**config.mk**
```make
export PLATFORM = sky130hd
export DESIGN_NAME = pcbs_top
export DESIGN_NICKNAME = d
export VERILOG_FILES = /design/src/pcbs_pkg.sv /design/src/pcbs_tap_if.sv /design/src/pcbs_tap.sv /design/src/pcbs_top.sv
export VERILOG_INCLUDE_DIRS = /design/src
export SDC_FILE = /design/constraint.sdc
export NUM_CORES = 1
export LEC_CHECK = 0
export BUFFER_PORTS_ARGS = -buffer_cell sky130_fd_sc_hd__buf_4
export CORE_UTILIZATION = 53
export DETAILED_ROUTE_END_ITERATION = 10
export PLACE_DENSITY = 0.76
export SYNTH_ARGS = -nofsm -noshare
export SYNTH_HDL_FRONTEND = slang
export SYNTH_SLANG_ARGS = --single-unit
```
**constraint.sdc**
```tcl
create_clock -name clock -period 3.6 [get_ports clock]
set_input_delay 0.18 -clock clock [delete_from_list [all_inputs] [get_ports clock]]
set_output_delay 0.18 -clock clock [all_outputs]
set_load 0.01 [all_outputs]
```
**src/pcbs_regs.svh**
```systemverilog
`ifndef PCBS_REGS_SVH
`define PCBS_REGS_SVH

// ----------------------------------------
// Pad and cell layout.
// ----------------------------------------
`define PCBS_NUM_IO 4
`define PCBS_NUM_DED 1
`define PCBS_NUM_PAD 5
`define PCBS_CELLS_PER_PAD 3
`define PCBS_CELL_CTL 0
`define PCBS_CELL_OUT 1
`define PCBS_CELL_IN 2
`define PCBS_SAFE_TRIPLE 3'h1

// ----------------------------------------
// Instruction register and data registers.
// ----------------------------------------
`define PCBS_IR_LEN 5
`define PCBS_IR_CAPTURE 5'h01
`define PCBS_OP_EXTEST 5'h00
`define PCBS_OP_SAMPLE 5'h01
`define PCBS_OP_IDCODE 5'h09
`define PCBS_OP_BYPASS 5'h1F
`define PCBS_ID_LEN 32

`endif

```
**src/pcbs_pkg.sv**
```systemverilog
package pcbs_pkg;

   // ----------------------------------------
   // Connection mode of one pad, from the loaded configuration.
   // ----------------------------------------
   typedef enum logic [2:0] {
      PCBS_UNUSED,
      PCBS_INPUT,
      PCBS_OUTPUT,
      PCBS_TRISTATE,
      PCBS_BIDIR,
      PCBS_DIFF_P_IN,
      PCBS_DIFF_P_OUT,
      PCBS_DIFF_N
   } pcbs_mode_t;

   // ----------------------------------------
   // Test access port controller states.
   // ----------------------------------------
   typedef enum logic [3:0] {
      TLR, RTI,
      SEL_DR, CAP_DR, SH_DR, EX1_DR, PAU_DR, EX2_DR, UPD_DR,
      SEL_IR, CAP_IR, SH_IR, EX1_IR, PAU_IR, EX2_IR, UPD_IR
   } pcbs_tap_state_t;

endpackage

```
**src/pcbs_tap_if.sv**
```systemverilog
`timescale 1ns/100ps
`include "pcbs_regs.svh"

interface pcbs_tap_if;
   logic tck_rise;
   logic tck_fall;
   logic tms;
   logic tdi;
   pcbs_pkg::pcbs_tap_state_t state;
   logic [`PCBS_IR_LEN-1:0] ir;
   logic ir_tdo;

   modport tap (
      input tck_rise,
      input tck_fall,
      input tms,
      input tdi,
      output state,
      output ir,
      output ir_tdo
   );

   modport core (
      output tck_rise,
      output tck_fall,
      output tms,
      output tdi,
      input state,
      input ir,
      input ir_tdo
   );
endinterface

```
**src/pcbs_tap.sv**
```systemverilog
`timescale 1ns/100ps
`include "pcbs_regs.svh"

module pcbs_tap (
   // Clock and synchronised reset
   input wire logic clock,
   input wire logic rst_n,
   // Edges and levels of the test port
   pcbs_tap_if.tap bus
);

   logic [`PCBS_IR_LEN-1:0] ir_sh_q;

   function automatic pcbs_pkg::pcbs_tap_state_t nxt(input pcbs_pkg::pcbs_tap_state_t s, input logic m);
      unique case (s)
         pcbs_pkg::TLR: nxt = m ? pcbs_pkg::TLR : pcbs_pkg::RTI;
         pcbs_pkg::RTI: nxt = m ? pcbs_pkg::SEL_DR : pcbs_pkg::RTI;
         pcbs_pkg::SEL_DR: nxt = m ? pcbs_pkg::SEL_IR : pcbs_pkg::CAP_DR;
         pcbs_pkg::CAP_DR: nxt = m ? pcbs_pkg::EX1_DR : pcbs_pkg::SH_DR;
         pcbs_pkg::SH_DR: nxt = m ? pcbs_pkg::EX1_DR : pcbs_pkg::SH_DR;
         pcbs_pkg::EX1_DR: nxt = m ? pcbs_pkg::UPD_DR : pcbs_pkg::PAU_DR;
         pcbs_pkg::PAU_DR: nxt = m ? pcbs_pkg::EX2_DR : pcbs_pkg::PAU_DR;
         pcbs_pkg::EX2_DR: nxt = m ? pcbs_pkg::UPD_DR : pcbs_pkg::SH_DR;
         pcbs_pkg::UPD_DR: nxt = m ? pcbs_pkg::SEL_DR : pcbs_pkg::RTI;
         pcbs_pkg::SEL_IR: nxt = m ? pcbs_pkg::TLR : pcbs_pkg::CAP_IR;
         pcbs_pkg::CAP_IR: nxt = m ? pcbs_pkg::EX1_IR : pcbs_pkg::SH_IR;
         pcbs_pkg::SH_IR: nxt = m ? pcbs_pkg::EX1_IR : pcbs_pkg::SH_IR;
         pcbs_pkg::EX1_IR: nxt = m ? pcbs_pkg::UPD_IR : pcbs_pkg::PAU_IR;
         pcbs_pkg::PAU_IR: nxt = m ? pcbs_pkg::EX2_IR : pcbs_pkg::PAU_IR;
         pcbs_pkg::EX2_IR: nxt = m ? pcbs_pkg::UPD_IR : pcbs_pkg::SH_IR;
         pcbs_pkg::UPD_IR: nxt = m ? pcbs_pkg::SEL_DR : pcbs_pkg::RTI;
      endcase
   endfunction

   // ----------------------------------------
   // Controller state, advanced on each test clock rise.
   // ----------------------------------------
   // With no separate test reset pin, five rises with mode-select high reach reset from anywhere.
   always_ff @(posedge clock or negedge rst_n) begin
      if (!rst_n) begin
         bus.state <= pcbs_pkg::TLR;
      end else if (bus.tck_rise) begin
         bus.state <= nxt(bus.state, bus.tms);
      end
   end

   // ----------------------------------------
   // Instruction register.
   // ----------------------------------------
   always_ff @(posedge clock or negedge rst_n) begin
      if (!rst_n) begin
         ir_sh_q <= `PCBS_IR_CAPTURE;
      end else if (bus.tck_rise && bus.state == pcbs_pkg::CAP_IR) begin
         ir_sh_q <= `PCBS_IR_CAPTURE;
      end else if (bus.tck_rise && bus.state == pcbs_pkg::SH_IR) begin
         ir_sh_q <= {bus.tdi, ir_sh_q[`PCBS_IR_LEN-1:1]};
      end
   end

   always_ff @(posedge clock or negedge rst_n) begin
      if (!rst_n) begin
         bus.ir <= `PCBS_OP_IDCODE;
      end else if (bus.state == pcbs_pkg::TLR) begin
         bus.ir <= `PCBS_OP_IDCODE;
      end else if (bus.tck_fall && bus.state == pcbs_pkg::UPD_IR) begin
         bus.ir <= ir_sh_q;
      end
   end

   assign bus.ir_tdo = ir_sh_q[0];

endmodule

```
**src/pcbs_top.sv**
```systemverilog
`timescale 1ns/100ps
`include "pcbs_regs.svh"

// Overview of operation
// - Each I/O block has control, output, input cells.
// - Each cell is shift stage plus update latch.
// - Input pins: control, output cells internal only.
// - Output pins keep input cell on pad.
// - Control safe value one disables output driver.
// - Unused pins fully connected, weak pull-down when disabled.
// - Differential pairs scanned through P-side cells only.
// - N-side cells stay in chain, unconnected.
// - N pin driven with complement of P output.
// - P-side differential input: only input cell connected.
// - P-side differential outputs keep all cells connected.
// - Instruction register five bits, captures ending 01.
// - Identification code register readable through port.
// - Port uses four pins; reset by mode-select.
// - Test clock up to 33 MHz, stoppable.
// - Dedicated pins keep full bidirectional scan.
// - Unconfigured: every user pad fully connected.

module pcbs_top #(
   // Value is arbitrary; bit zero must stay set.
   parameter logic [`PCBS_ID_LEN-1:0] ID_CODE = 32'h0A5C_E001
) (
   // Clock and reset
   input wire logic clock,
   input wire logic resetn,
   // Test access port pins
   input wire logic tck,
   input wire logic tms,
   input wire logic tdi,
   output logic tdo,
   output logic tdo_oe_n,
   // Loaded configuration
   input wire logic configured,
   input wire pcbs_pkg::pcbs_mode_t pin_mode [`PCBS_NUM_IO],
   // Core side of each pad, dedicated pins last
   input wire logic [`PCBS_NUM_PAD-1:0] core_out,
   input wire logic [`PCBS_NUM_PAD-1:0] core_oe_n,
   output logic [`PCBS_NUM_PAD-1:0] core_in,
   // Pads
   input wire logic [`PCBS_NUM_PAD-1:0] pad_in,
   output logic [`PCBS_NUM_PAD-1:0] pad_out,
   output logic [`PCBS_NUM_PAD-1:0] pad_oe_n,
   output logic [`PCBS_NUM_PAD-1:0] pad_pull0
);

   localparam int NP = `PCBS_NUM_PAD;
   localparam int NIO = `PCBS_NUM_IO;
   localparam int NC = `PCBS_CELLS_PER_PAD * NP;
   localparam int NS = NP + 3;
   localparam logic [NC-1:0] SAFE = {NP{`PCBS_SAFE_TRIPLE}};

   logic [1:0] rst_q;
   logic rst_n;
   logic [NS-1:0] s1_q;
   logic [NS-1:0] s2_q;
   logic [NS-1:0] s3_q;
   logic [NS-1:0] lvl_q;
   logic [NP-1:0] pad_lvl;
   logic [NC-1:0] bsr_sh_q;
   logic [NC-1:0] bsr_up_q;
   logic [NC-1:0] cap_w;
   logic [`PCBS_ID_LEN-1:0] id_sh_q;
   logic byp_q;
   logic sel_bsr;
   logic sel_id;
   logic extest;
   logic [NP-1:0] base_o;
   logic [NP-1:0] base_oe_n;
   logic [NP-1:0] fin_o;
   logic [NP-1:0] fin_oe_n;
   logic [NP-1:0] pulls;
   pcbs_pkg::pcbs_mode_t mode_w [NP];

   pcbs_tap_if tap_bus();

   // ----------------------------------------
   // Decoding helpers.
   // ----------------------------------------
   function automatic logic is_bsr(input logic [`PCBS_IR_LEN-1:0] ir);
      is_bsr = (ir == `PCBS_OP_EXTEST) || (ir == `PCBS_OP_SAMPLE);
   endfunction

   // Control and output cells reach the driver.
   function automatic logic drives(input pcbs_pkg::pcbs_mode_t m);
      drives = !(m == pcbs_pkg::PCBS_INPUT || m == pcbs_pkg::PCBS_DIFF_P_IN || m == pcbs_pkg::PCBS_DIFF_N);
   endfunction

   // Input cell reaches the receiver.
   function automatic logic senses(input pcbs_pkg::pcbs_mode_t m);
      senses = (m != pcbs_pkg::PCBS_DIFF_N);
   endfunction

   // ----------------------------------------
   // Reset release.
   // ----------------------------------------
   always_ff @(posedge clock or negedge resetn) begin
      if (!resetn) begin
         rst_q <= 2'h0;
      end else begin
         rst_q <= {rst_q[0], 1'b1};
      end
   end

   assign rst_n = rst_q[1];

   // ----------------------------------------
   // Pin synchronisers: bit 0 test clock, 1 mode-select, 2 data-in, then pads.
   // ----------------------------------------
   always_ff @(posedge clock or negedge rst_n) begin
      if (!rst_n) begin
         s1_q <= {NS{1'b0}};
         s2_q <= {NS{1'b0}};
         s3_q <= {NS{1'b0}};
      end else begin
         s1_q <= {pad_in, tdi, tms, tck};
         s2_q <= s1_q;
         s3_q <= s2_q;
      end
   end

   // A level is accepted only once the last two stages agree.
   always_ff @(posedge clock or negedge rst_n) begin
      if (!rst_n) begin
         lvl_q <= {NS{1'b0}};
      end else begin
         lvl_q <= (s2_q & ~(s2_q ^ s3_q)) | (lvl_q & (s2_q ^ s3_q));
      end
   end

   // Edges come from the accepted level, so a clock parked high or low simply yields none.
   // Each test clock phase must last at least two system clocks, which 33 MHz meets.
   assign tap_bus.tck_rise = s2_q[0] & s3_q[0] & ~lvl_q[0];
   assign tap_bus.tck_fall = ~s2_q[0] & ~s3_q[0] & lvl_q[0];
   assign tap_bus.tms = lvl_q[1];
   assign tap_bus.tdi = lvl_q[2];
   assign pad_lvl = lvl_q[NS-1:3];

   // ----------------------------------------
   // Controller and instruction register.
   // ----------------------------------------
   pcbs_tap u_tap (
      .clock(clock),
      .rst_n(rst_n),
      .bus(tap_bus)
   );

   assign sel_bsr = is_bsr(tap_bus.ir);
   assign sel_id = (tap_bus.ir == `PCBS_OP_IDCODE);
   assign extest = (tap_bus.ir == `PCBS_OP_EXTEST);

   // ----------------------------------------
   // Per-pad connection of the three cells.
   // ----------------------------------------
   for (genvar p = 0; p < NP; p++) begin : g_pad
      localparam int CC = `PCBS_CELLS_PER_PAD * p + `PCBS_CELL_CTL;
      localparam int OC = `PCBS_CELLS_PER_PAD * p + `PCBS_CELL_OUT;
      localparam int IC = `PCBS_CELLS_PER_PAD * p + `PCBS_CELL_IN;

      if (p < NIO) begin : g_user
         // Before configuration every user pad behaves as an unused, fully connected pad.
         assign mode_w[p] = configured ? pin_mode[p] : pcbs_pkg::PCBS_UNUSED;
      end else begin : g_ded
         assign mode_w[p] = pcbs_pkg::PCBS_BIDIR;
      end

      // Cells that have lost their pad hold their shifted value through capture.
      assign cap_w[CC] = drives(mode_w[p]) ? core_oe_n[p] : bsr_sh_q[CC];
      assign cap_w[OC] = drives(mode_w[p]) ? core_out[p] : bsr_sh_q[OC];
      assign cap_w[IC] = senses(mode_w[p]) ? pad_lvl[p] : bsr_sh_q[IC];

      // A one in the control latch turns the driver off.
      assign base_oe_n[p] = ~drives(mode_w[p]) | (extest ? bsr_up_q[CC] : core_oe_n[p]);
      assign base_o[p] = extest ? bsr_up_q[OC] : core_out[p];

      if (p > 0) begin : g_pair
         // The N pad follows its P partner only; its own cells never reach it.
         always_comb begin
            if (mode_w[p] == pcbs_pkg::PCBS_DIFF_N) begin
               fin_oe_n[p] = (mode_w[p-1] == pcbs_pkg::PCBS_DIFF_P_OUT) ? base_oe_n[p-1] : 1'b1;
               fin_o[p] = ~base_o[p-1];
            end else begin
               fin_oe_n[p] = base_oe_n[p];
               fin_o[p] = base_o[p];
            end
         end
      end else begin : g_first
         assign fin_oe_n[p] = base_oe_n[p];
         assign fin_o[p] = base_o[p];
      end

      assign pulls[p] = (mode_w[p] == pcbs_pkg::PCBS_UNUSED) & fin_oe_n[p];
   end

   // ----------------------------------------
   // Boundary register: shift stage per cell, cell 0 nearest data-out.
   // ----------------------------------------
   always_ff @(posedge clock or negedge rst_n) begin
      if (!rst_n) begin
         bsr_sh_q <= SAFE;
      end else if (tap_bus.tck_rise && sel_bsr) begin
         if (tap_bus.state == pcbs_pkg::CAP_DR) begin
            bsr_sh_q <= cap_w;
         end else if (tap_bus.state == pcbs_pkg::SH_DR) begin
            bsr_sh_q <= {tap_bus.tdi, bsr_sh_q[NC-1:1]};
         end
      end
   end

   // Update latches; reset loads the safe pattern so no pad is driven by scan.
   always_ff @(posedge clock or negedge rst_n) begin
      if (!rst_n) begin
         bsr_up_q <= SAFE;
      end else if (tap_bus.state == pcbs_pkg::TLR) begin
         bsr_up_q <= SAFE;
      end else if (tap_bus.tck_fall && sel_bsr && tap_bus.state == pcbs_pkg::UPD_DR) begin
         bsr_up_q <= bsr_sh_q;
      end
   end

   // ----------------------------------------
   // Identification and bypass registers.
   // ----------------------------------------
   always_ff @(posedge clock or negedge rst_n) begin
      if (!rst_n) begin
         id_sh_q <= {`PCBS_ID_LEN{1'b0}};
      end else if (tap_bus.tck_rise && sel_id) begin
         if (tap_bus.state == pcbs_pkg::CAP_DR) begin
            id_sh_q <= ID_CODE;
         end else if (tap_bus.state == pcbs_pkg::SH_DR) begin
            id_sh_q <= {tap_bus.tdi, id_sh_q[`PCBS_ID_LEN-1:1]};
         end
      end
   end

   // Any instruction without a register of its own selects bypass.
   always_ff @(posedge clock or negedge rst_n) begin
      if (!rst_n) begin
         byp_q <= 1'b0;
      end else if (tap_bus.tck_rise && !sel_bsr && !sel_id) begin
         if (tap_bus.state == pcbs_pkg::CAP_DR) begin
            byp_q <= 1'b0;
         end else if (tap_bus.state == pcbs_pkg::SH_DR) begin
            byp_q <= tap_bus.tdi;
         end
      end
   end

   // ----------------------------------------
   // Data-out, changed on the falling test clock edge.
   // ----------------------------------------
   always_ff @(posedge clock or negedge rst_n) begin
      if (!rst_n) begin
         tdo <= 1'b0;
         tdo_oe_n <= 1'b1;
      end else if (tap_bus.tck_fall) begin
         if (tap_bus.state == pcbs_pkg::SH_DR) begin
            tdo <= sel_bsr ? bsr_sh_q[0] : (sel_id ? id_sh_q[0] : byp_q);
            tdo_oe_n <= 1'b0;
         end else if (tap_bus.state == pcbs_pkg::SH_IR) begin
            tdo <= tap_bus.ir_tdo;
            tdo_oe_n <= 1'b0;
         end else begin
            tdo_oe_n <= 1'b1;
         end
      end
   end

   // ----------------------------------------
   // Registered pad and core outputs.
   // ----------------------------------------
   always_ff @(posedge clock or negedge rst_n) begin
      if (!rst_n) begin
         pad_out <= {NP{1'b0}};
         pad_oe_n <= {NP{1'b1}};
         pad_pull0 <= {NP{1'b0}};
      end else begin
         pad_out <= fin_o;
         pad_oe_n <= fin_oe_n;
         pad_pull0 <= pulls;
      end
   end

   // The core always sees the pad, also during a scan test.
   always_ff @(posedge clock or negedge rst_n) begin
      if (!rst_n) begin
         core_in <= {NP{1'b0}};
      end else begin
         core_in <= pad_lvl;
      end
   end

endmodule

```
Word level (Yosys, flattened, before mapping)
Cells that the tools add are included.
W data, S select, Z words.
Word-level totals
  logic and storage cells: 205
  bits in registers: 131
Operators by class
  bitwise logic cells: 23
  reductions and logical operators: 46
  eq/ne operators: 44
  mux-type cells: 66
Operators with widths (count)
  $mux W32: 2
  $pmux W4 S12: 1
  $mux W1: 42
  $eq A3 B3 Y1 const B: 11
  $eq A4 B4 Y1 const B: 8
  $mux W15: 2
  $mux W14: 2
  $reduce_and A3 Y1: 8
  $mux W5: 4
  $mux W3: 6
  $and A8 B8 Y8: 2
  $eq A4 B3 Y1 const B: 4
  $mux W4: 4
  $ne A2 B2 Y1 const B: 8
  $eq A3 B1 Y1 const B: 4
  $logic_not A3 Y1: 4
  $ne A3 B3 Y1 const B: 4
  $reduce_bool A2 Y1: 5
  $logic_and A1 B1 Y1: 9
  $logic_or A1 B1 Y1: 9
  $and A1 B1 Y1: 8
  $eq A4 B2 Y1 const B: 2
  $not A8 Y8: 1
  $or A8 B8 Y8: 1
  13 further kinds: 28

Depth between registers and ports, before layout
Gate-level depths: netlist (run 1).
  depth in word-level cells: 8
  gate-level depth with buffers: 7
  mapped depth without buffers: 6

Hierarchy
Synthesis (run 1) repeated with hierarchy kept, for this count alone.
Unflattened totals
  cell total of the unflattened synthesis: 508
  area total of the unflattened synthesis: 5348.9 um2
By module, submodules not included
  pcbs_top: cells an instance 425, times used 1, area an instance 4546.9 um2
  pcbs_tap: cells an instance 83, times used 1, area an instance 802.0 um2

Worst setup path before layout (run 1)
Ideal clock, no wire load.
  path kind: register to register
  from: register s2_q[0]
  to: register id_sh_q[31]
  stages on the path, launching flop included: 6
  data arrival time: 1841 ps
  setup time: 128 ps
  data required time: 3472 ps
  path buffers: 1
  slack: 1631 ps
  cells stage by stage: dfrtp_1 -> ha_1 -> or3b_2 -> a2111o_1 -> buf_2 -> mux2_1
Between the ends
  cells in the longest elaborated chain, start to end: 4
Ends and longest elaborated chain
  from (decl): RTL line pcbs_top.sv:59  | logic [NS-1:0] s2_q;
  from (signal assigned): RTL line pcbs_top.sv:116  | s2_q <= {NS{1'b0}};
  from (signal assigned): RTL line pcbs_top.sv:120  | s2_q <= s1_q;
  $and A1 B1 Y1 (2 in series): RTL line pcbs_top.sv:136  | assign tap_bus.tck_rise = s2_q[0] & s3_q[0] & ~lvl_q[0];
  $logic_and A1 B1 Y1: RTL line pcbs_top.sv:230  | end else if (tap_bus.tck_rise && sel_id) begin
  $reduce_and A2 Y1 (no source line)
  to (signal assigned): RTL line pcbs_top.sv:229  | id_sh_q <= {`PCBS_ID_LEN{1'b0}};
  to (signal assigned): RTL line pcbs_top.sv:234  | id_sh_q <= {tap_bus.tdi, id_sh_q[`PCBS_ID_LEN-1:1]};
  to (decl): RTL line pcbs_top.sv:66  | logic [`PCBS_ID_LEN-1:0] id_sh_q;
No other way between the ends.
A chain may end at the register's enable or synchronous reset.

Final worst setup path (run 1)
  from: register u_tap.bus.state[0]
  to: register id_sh_q[27]
Between the ends
  cells in the longest elaborated chain, start to end: 3
Ends and longest elaborated chain
  from (decl): RTL line pcbs_tap_if.sv:18  | output state,
  from (signal assigned): RTL line pcbs_tap.sv:41  | bus.state <= pcbs_pkg::TLR;
  from (signal assigned): RTL line pcbs_tap.sv:43  | bus.state <= nxt(bus.state, bus.tms);
  $eq A4 B2 Y1 or $eq A4 B3 Y1 (tied branches): RTL line pcbs_top.sv:231, pcbs_top.sv:233
  $reduce_bool A2 Y1 (no source line)
  $reduce_and A2 Y1 (no source line)
Parallel ways exist; a longest one is shown, timed or not.

==> results of run 1 <==
how the worst max path moves through the flow:
stage | from | endpoint | slack, ns | cells past startpoint
5_1_grt | u_tap.bus.state[0]$_DFFE_PN0P_ | id_sh_q[24]$_DFFE_PN0P_ | 0.86 | 5
2_1_floorplan | rst_q[1]$_DFF_PN0_ | asynchronous set/reset pin | 1.50 | 0
3_5_place_dp | u_tap.bus.state[0]$_DFFE_PN0P_ | id_sh_q[28]$_DFFE_PN0P_ | 1.03 | 5
3_3_place_gp | u_tap.bus.state[0]$_DFFE_PN0P_ | id_sh_q[28]$_DFFE_PN0P_ | 1.12 | 5
4_1_cts | u_tap.bus.state[0]$_DFFE_PN0P_ | id_sh_q[27]$_DFFE_PN0P_ | 1.01 | 5
6_report | u_tap.bus.state[0]$_DFFE_PN0P_ | id_sh_q[27]$_DFFE_PN0P_ | 0.99 | 5
cells in the mapped netlist, drive strengths merged (4+ instances only):
cell       n  area (µm²)
dfrtp    108        2700
nand2     90         338
o21ai     63         319
nor2      33         126
dfstp     19         499
a21oi     18        90.1
mux2i     17         170
clkbuf    14        52.6
buf       12        70.1
inv       11        41.3
nand3      8        40.0
o22ai      8        50.1
maj3       7        70.1
mux2       7        78.8
nor2b      7        43.8
a2bb2oi    6        52.6
nor3       6        35.0
and3       5        31.3
a211oi     4        42.5
and2       4        25.0
nand4      4        25.0
or2        4        25.0
or3        4        25.0
sequential cells by signal, indices dropped and copies added (netlist names), named ones only:
register and cells:
core_in 5, rst_q 2, pad_out 5, u_tap.bus.state 4, s1_q 8, tdo_oe_n 1
pad_oe_n 5, bsr_up_q 10, tdo 1, s2_q 8, s3_q 8, u_tap.bus.ir 5
id_sh_q 32, pad_pull0 4, bsr_sh_q 15, u_tap.ir_sh_q 5, byp_q 1
power by group:
group	switching, µW	internal [µW]
combinational	397	313
sequential	186	1580
clock	617	1090
cell type report:
class,count,area (µm²),share of cell area (%)
Clock buffer,19,442,6.53
Inverter,11,41.3,0.611
Clock inverter,13,163,2.41
Sequential cell,127,3210,47.4
Multi-Input combinational cell,338,1980,29.2
Timing Repair Buffer,90,766,11.3
Tap cell,133,166,2.46
tightest hold or removal path: stages:
cell	delay [ns]
sky130_fd_sc_hd__buf_4	0.09
sky130_fd_sc_hd__o22ai_1	0.06
sky130_fd_sc_hd__a2bb2oi_1	0.15
stage by stage:
stage          std cells  power (µW)  hold slack (ns)
2_1_floorplan        502        2220           -0.116
3_3_place_gp         668        2420          -0.0374
3_5_place_dp         668        2450          -0.0362
4_1_cts              731        4200          0.00662
5_1_grt              731        4370          0.00729
6_report             731        4180           0.0240
repair_timing:
item | 4_1_cts | 5_1_grt
gates resized for setup | 0 | 0
hold endpoints to repair | 27 | 0
setup buffers | 0 | 0
hold buffers | 31 | 0
cell families after synthesis:
| group | after synthesis | synth area share (%) |
|---|---|---|
| simple gates | 179 | 15.9 |
| buf+inv | 37 | 3.08 |
| other cells | 2 | 0.141 |
| compound gates | 124 | 14.3 |
| flops | 127 | 60.1 |
| fa+ha+maj | 9 | 1.78 |
| mux | 24 | 4.67 |
layer usage:
metal	global-route usage [%]	wire length (µm)	vias up
met1	29.0	4940	1948
met5	0	0	-
met2	38.6	5620	114
met4	12.0	247	0
met3	5.95	393	25
li1	-	-	1914
==> parameters.txt, run 1 <==
Parameter                              Value

Clock tree
  Clock slew at reported path FFs ... 0.06 ns
  Total clock buffers created by CTS ... 17
  TritonCTS clock tree ... yes
  Max Buffers Root-to-Sink ... 2
  Clock root buffer master ... sky130_fd_sc_hd__clkbuf_8
  Number of clock sinks seen by CTS ... 127
  Later-pin clock latency in the skew report ... around 0.51 ns
  H-Tree Level Count ... 4

Critical path
  R2R Path End ... id_sh_q[27]$_DFFE_PN0P_
  Source of the worst register-to-register timing path ... u_tap.bus.state[0]$_DFFE_PN0P_
  Worst EP arrival ... 2.99 ns
  Kind of start point of the critical path ... flip-flop
  Type of the setup path with the least slack ... flip-flop to flip-flop
  Buf+Inv Stages, Crit Path ... 1
  Cell family with most CP delay ... compound AO/OA/AOI/OAI gates
  Critical path's slowest cell ... sky130_fd_sc_hd__a2111o_1
  Critical path endpoint category ... flip-flop
  Reg2reg setup slack ... between 0.9 and 1 ns
  Ordered list of cells on the worst path ... or3b_4, a2111o_1, buf_4, nand2_1, o21ai_1
  CP max stage delay ... 0.72 ns
  Required time of the critical path ... 3.98 ns
  Highest net fanout along the worst path ... 40
  R2r worst-path depth ... 5

Synthesis
  Sequential fraction of the synthesis area ... 60.1%
  Synthesis Warnings ... 0
  Synthesized instance count ... ~500
  Synthesized area divided by synthesized cell count ... approximately 11 µm²
  Yosys reg bits ... ~130
  Share of flip-flops with an asynchronous set or reset after synthesis ... 100%
  Post-synthesis cell type count ... 65
  Synthesized net count ... approximately 540
  EDFF count, synth ... 0
  Main synth FF type ... sky130_fd_sc_hd__dfrtp_1
  Post-synthesis cell area ... approximately 0.0053 mm²

STA
  Worst-margin pin slew ... 0.928 ns
  Max Clk Rate ... around 380 MHz
  Final worst path period share ... between 70 and 80%
  Slew margin rel. ... 38.1%
  Number of endpoints with negative hold slack in the final report ... 0
  Unrepaired setup endpoints after global routing ... no
  Clock skew ... 0.00616 ns
  Total negative slack for setup checks ... 0 ns
  Slew Viols, Final ... 0
  Final setup margin ... 0.993 ns
  Time the final worst path needs with I/O delays and setup ... about 2.6 ns
  Number of failing setup endpoints in the final timing report ... 0

Placement
  Routability congestion estimate from global placement ... 0.842
  Count of port buffers added during placement ... between 50 and 60
  DPL Wire Length ... 6.97 mm
  Setup slack at placement ... 1.03 ns
  Area of placed instances ... slightly below 0.006 mm²

GRT
  Largest net degree at the start of global routing ... 74
  Number of antenna violations at the first check in global routing ... 0
  GR Util All Layers ... a little under a quarter
  Vias in the first global route ... 3914
  Wire length of the first global-routing pass ... 18.5 mm
  Gr ovfl total ... 0

Drt
  Routed vias/inst ... between 5 and 6
  Aggregate routed wire length ... 11.2 mm
  Remaining antenna violation count after routing ... 0
  Number of DRC markers in iteration 0 ... 300
  Via total after detailed routing ... roughly 4000
  Drt pass-1 iters ... 5
  DR DRC count ... 0
  Post-DR wirelength/cell ... 15.3 µm

Die
  Area of the core ... roughly 0.01 mm²
  Die footprint ... 0.0105 mm²
  Starting density of the core ... 54.5%
  Placement row count ... 36
  Y dimension of the die ... a little over 100 µm
  I/O pin count ... 55
  Die span in x ... 102 µm

Min path
  Beginning of the worst hold path ... core_out[3]
  Worst hold path stage count ... 3
  End point of the worst hold path ... bsr_sh_q[10]$_DFFE_PN0P_
  Path class of the lowest-slack min-delay path ... primary input to flip-flop

Cells and area
  Final standard cell area without fillers ... around 0.0068 mm²
  Most common cell after layout, fill and taps aside ... sky130_fd_sc_hd__dfrtp_1
  Filler cells ... 684
  Most frequent cells in the layout ... sky130_fd_sc_hd__dfrtp_1, sky130_fd_sc_hd__nand2_1, sky130_fd_sc_hd__buf_4
  Antenna diodes ... 0
  Share of post-route cells with drive strength above 1 ... 22.2%
  Fraction of the core area covered by cells at the end of the flow ... 69.2%
  Area grow syn2layout ... 26.9%
  Number of nets in the finished design ... 620

Pwr
  Worst-case vdd ir drop ... 0.265 mV
  Power density over the cells ... 619 mW/mm²
  Leakage power figure ... about 0.0029 µW

Outcome
  Run status ... completed

Job
  Max-capacitance violation count ... 0
Note: power is estimated with default switching activity, not from simulation.
==> run 2, diff against run 1 <==
--- a/config.mk
+++ b/config.mk
@@ -7,9 +7,9 @@
 export NUM_CORES = 1
 export LEC_CHECK = 0
 export BUFFER_PORTS_ARGS = -buffer_cell sky130_fd_sc_hd__buf_4
-export CORE_UTILIZATION = 53
+export CORE_UTILIZATION = 58
 export DETAILED_ROUTE_END_ITERATION = 10
-export PLACE_DENSITY = 0.76
+export PLACE_DENSITY = 0.79
 export SYNTH_ARGS = -nofsm -noshare
 export SYNTH_HDL_FRONTEND = slang
 export SYNTH_SLANG_ARGS = --single-unit
==> constraint.sdc (replaced) <==
create_clock -name clock -period 2.5 [get_ports clock]
set_input_delay 0.125 -clock clock [delete_from_list [all_inputs] [get_ports clock]]
set_output_delay 0.125 -clock clock [all_outputs]
set_load 0.01 [all_outputs]
==> run 2 against run 1 <==
  * The flow now finishes with violations (design-rule violations)
  * Sequential share of layout area decreased by 0.70 points
  * Via count is 4.2% higher
  * Sequential power increased by 37%
  * Critical path type unchanged
  * Register-to-register slack got worse by 0.93 ns
  * Combinational power is 72% higher
  * Maximum frequency is 7.0% higher
  * Non-clock buffer count increased by 10
  * Largest cell class unchanged
  * Global-route usage is 4.5 points higher
  * Clock-buffer cell count decreased by 1
  * Setup slack lost 0.93 ns
  * Final cell count down 2.1%
  * Critical path depth unchanged
==> parameters.txt, run 2 (synthesis results as in run 1) <==
Parameter                              Value

Outcome
  Run status ... complete, but fails checks
  Failing checks ... design-rule violations

STA
  Tightest hold margin ... about 0.084 ns
  Slew margin rel. ... 51.9%
  Max Clk Rate ... 411 MHz
  Slew Viols, Final ... 0
  Time the final worst path needs with I/O delays and setup ... 2.44 ns
  Clock skew ... 0.00985 ns
  Number of failing setup endpoints in the final timing report ... 0
  Worst-margin pin slew ... 0.719 ns
  Total negative slack for setup checks ... 0 ns
  Final worst path period share ... 97.4%
  Unrepaired setup endpoints after global routing ... no
  Number of endpoints with negative hold slack in the final report ... 0

Placement
  Count of port buffers added during placement ... 53
  Area of placed instances ... ~0.006 mm²
  DPL Wire Length ... 6.84 mm
  Dpl cells ... 649
  Routability congestion estimate from global placement ... 0.819

Die
  Y dimension of the die ... a little under 100 µm
  I/O pin count ... 55
  Area of the core ... 0.00881 mm²
  Starting density of the core ... roughly 61%
  Die span in x ... 97.8 µm
  Die footprint ... approximately 0.0096 mm²
  Placement row count ... 34

Cells and area
  Most frequent cells in the layout ... sky130_fd_sc_hd__dfrtp_1, sky130_fd_sc_hd__nand2_1, sky130_fd_sc_hd__buf_4
  Antenna diodes ... 0
  Most common cell after layout, fill and taps aside ... sky130_fd_sc_hd__dfrtp_1
  Final standard cell area without fillers ... 0.00686 mm²
  Area grow syn2layout ... 28.8%
  Most flops, register ... id_sh_q
  Number of nets in the finished design ... 630
  Largest register FFs ... 32
  Largest registers ... id_sh_q (32), bsr_sh_q (15), bsr_up_q (10)
  Filler cells ... 510
  Layout Cells excl Fill ... 716
  Share of post-route cells with drive strength above 1 ... 23.0%

Pwr
  Total internal power ... 4420 µW
  Combinational cell fraction of total power ... between 15 and 20%
  Leakage power figure ... 0.00296 µW
  Net switching power of the design ... 1820 µW
  Power density over the cells ... 910 mW/mm²
  Part of the power in the clock network ... 41.6%
  Sequential share of power ... approximately two fifths
  Switching portion of total power ... 29.2%
  Worst-case vdd ir drop ... 0.494 mV

Critical path
  Highest net fanout along the worst path ... 6
  Critical path's slowest cell ... sky130_fd_sc_hd__or4_4
  Worst EP arrival ... about 2.8 ns
  Type of the setup path with the least slack ... flip-flop to flip-flop
  Source of the worst register-to-register timing path ... u_tap.bus.ir[1]$_DFFE_PN0P_
  Kind of start point of the critical path ... flip-flop
  CP max stage delay ... 0.63 ns
  Reg2reg setup slack ... 0.06 ns
  Cell family with most CP delay ... simple AND/OR/NAND/NOR gates
  Beginning of the critical path ... u_tap.bus.ir[1]$_DFFE_PN0P_
  Ordered list of cells on the worst path ... or4_4, nor2_4, mux2i_2, a21oi_1, dlygate4sd3_1
  Buf+Inv Stages, Crit Path ... 1
  Required time of the critical path ... 2.90 ns
  Critical path endpoint category ... flip-flop

Clock tree
  TritonCTS clock tree ... yes
  Clock root buffer master ... sky130_fd_sc_hd__clkbuf_8
  Post-CTS Repair Setup Buffers ... 0
  Clock slew at reported path FFs ... about 0.06 ns
  Number of clock sinks seen by CTS ... 127
  H-Tree Level Count ... 4
  Later-pin clock latency in the skew report ... about 0.52 ns
  Max Buffers Root-to-Sink ... 2
  Total clock buffers created by CTS ... 17

Min path
  Beginning of the worst hold path ... pin_mode[8]
  Path class of the lowest-slack min-delay path ... primary input to flip-flop

Drt
  Routed vias/inst ... 5.82
  Post-DR wirelength/cell ... 17.3 µm
  Remaining antenna violation count after routing ... 0
  DR DRC count ... 16
  Via total after detailed routing ... 4168
  Aggregate routed wire length ... 12.4 mm
  Number of DRC markers in iteration 0 ... slightly below 400
  Drt pass-1 iters ... 8

GRT
  Vias in the first global route ... approximately 4200
  GR Util All Layers ... 28.1%
  Number of antenna violations at the first check in global routing ... 0
  Largest net degree at the start of global routing ... 83
  Gr ovfl total ... 0
  Wire length of the first global-routing pass ... 21.0 mm

Job
  Max-capacitance violation count ... 0
[run 2: cell types whose count changed in the layout (fill, tap and decap cells not counted), sizes merged]
cell and delta:
buf +6, dlygate4sd3 +4, bufinv +1, inv +2, clkbuf -1, clkinv +3
clkinvlp -5
[run 2: final cells by class]
class	instances	area (µm²)	share of cell area [%]
multi-input cells	338	1990	29.0
flip-flops and latches	127	3210	46.7
well taps	108	135	1.97
clock inverters	14	206	3.01
inverters	11	41.3	0.602
clock buffers	18	418	6.09
repair buffers	100	863	12.6
[run 2: worst reg2reg max path, cell delays in order, from the launching register on]
cell and delay, ns:
sky130_fd_sc_hd__dfrtp_1 0.42, sky130_fd_sc_hd__or4_4 0.63, sky130_fd_sc_hd__nor2_4 0.21, sky130_fd_sc_hd__mux2i_2 0.34, sky130_fd_sc_hd__a21oi_1 0.14, sky130_fd_sc_hd__dlygate4sd3_1 0.58
[run 2: repair_timing]
action | CTS | global route
gates resized for setup | 0 | 3
endpoints found under the hold margin | 34 | 0
hold buffers | 35 | 0
endpoints found under the setup margin | 0 | 3
[run 2: path summary, 6_finish.rpt]
kind | endpoint | cells past startpoint
worst max-delay path | pad_pull0[0]$_DFF_PN0_ | 5
worst min-delay path | pad_out[1]$_DFF_PN0_ | 3
worst max register to register | pad_pull0[0]$_DFF_PN0_ | 5
worst min register to register | s1_q[7]$_DFF_PN0_ | 0
max in group asynchronous | bsr_up_q[6]$_DFFE_PN1P_ | 1
min in group asynchronous | s1_q[7]$_DFF_PN0_ | 0
[run 2: stage by stage]
| step | total power [µW] | utilization [%] | worst slack, ns |
|---|---|---|---|
| after floorplan | 3190 | - | 0.402 |
| after global placement | 3550 | 66.7 | 0.337 |
| after detailed placement | 3590 | 66.7 | 0.267 |
| after CTS | 6220 | 77.7 | 0.0635 |
| after global routing | 6510 | 77.9 | 0.0172 |
| final | 6240 | 77.9 | 0.0648 |
[run 2: routing by layer]
layer  share of wire, %  GRT usage (%)  vias up
met5                  0              0        -
met4                2.7           12.1        0
met3                5.6           6.59       38
met2                 50           46.8      168
met1                 42           35.2     2032
li1                   -              -     1930
[run 2: power by group through the flow]
stage	combinational [µW]	clock, µW	sequential [µW]
after detailed placement	1130	0	2460
after CTS	1190	2600	2430
final	1220	2600	2430
after global routing	1340	2710	2460
after global placement	1100	0	2450
after floorplan	732	0	2460
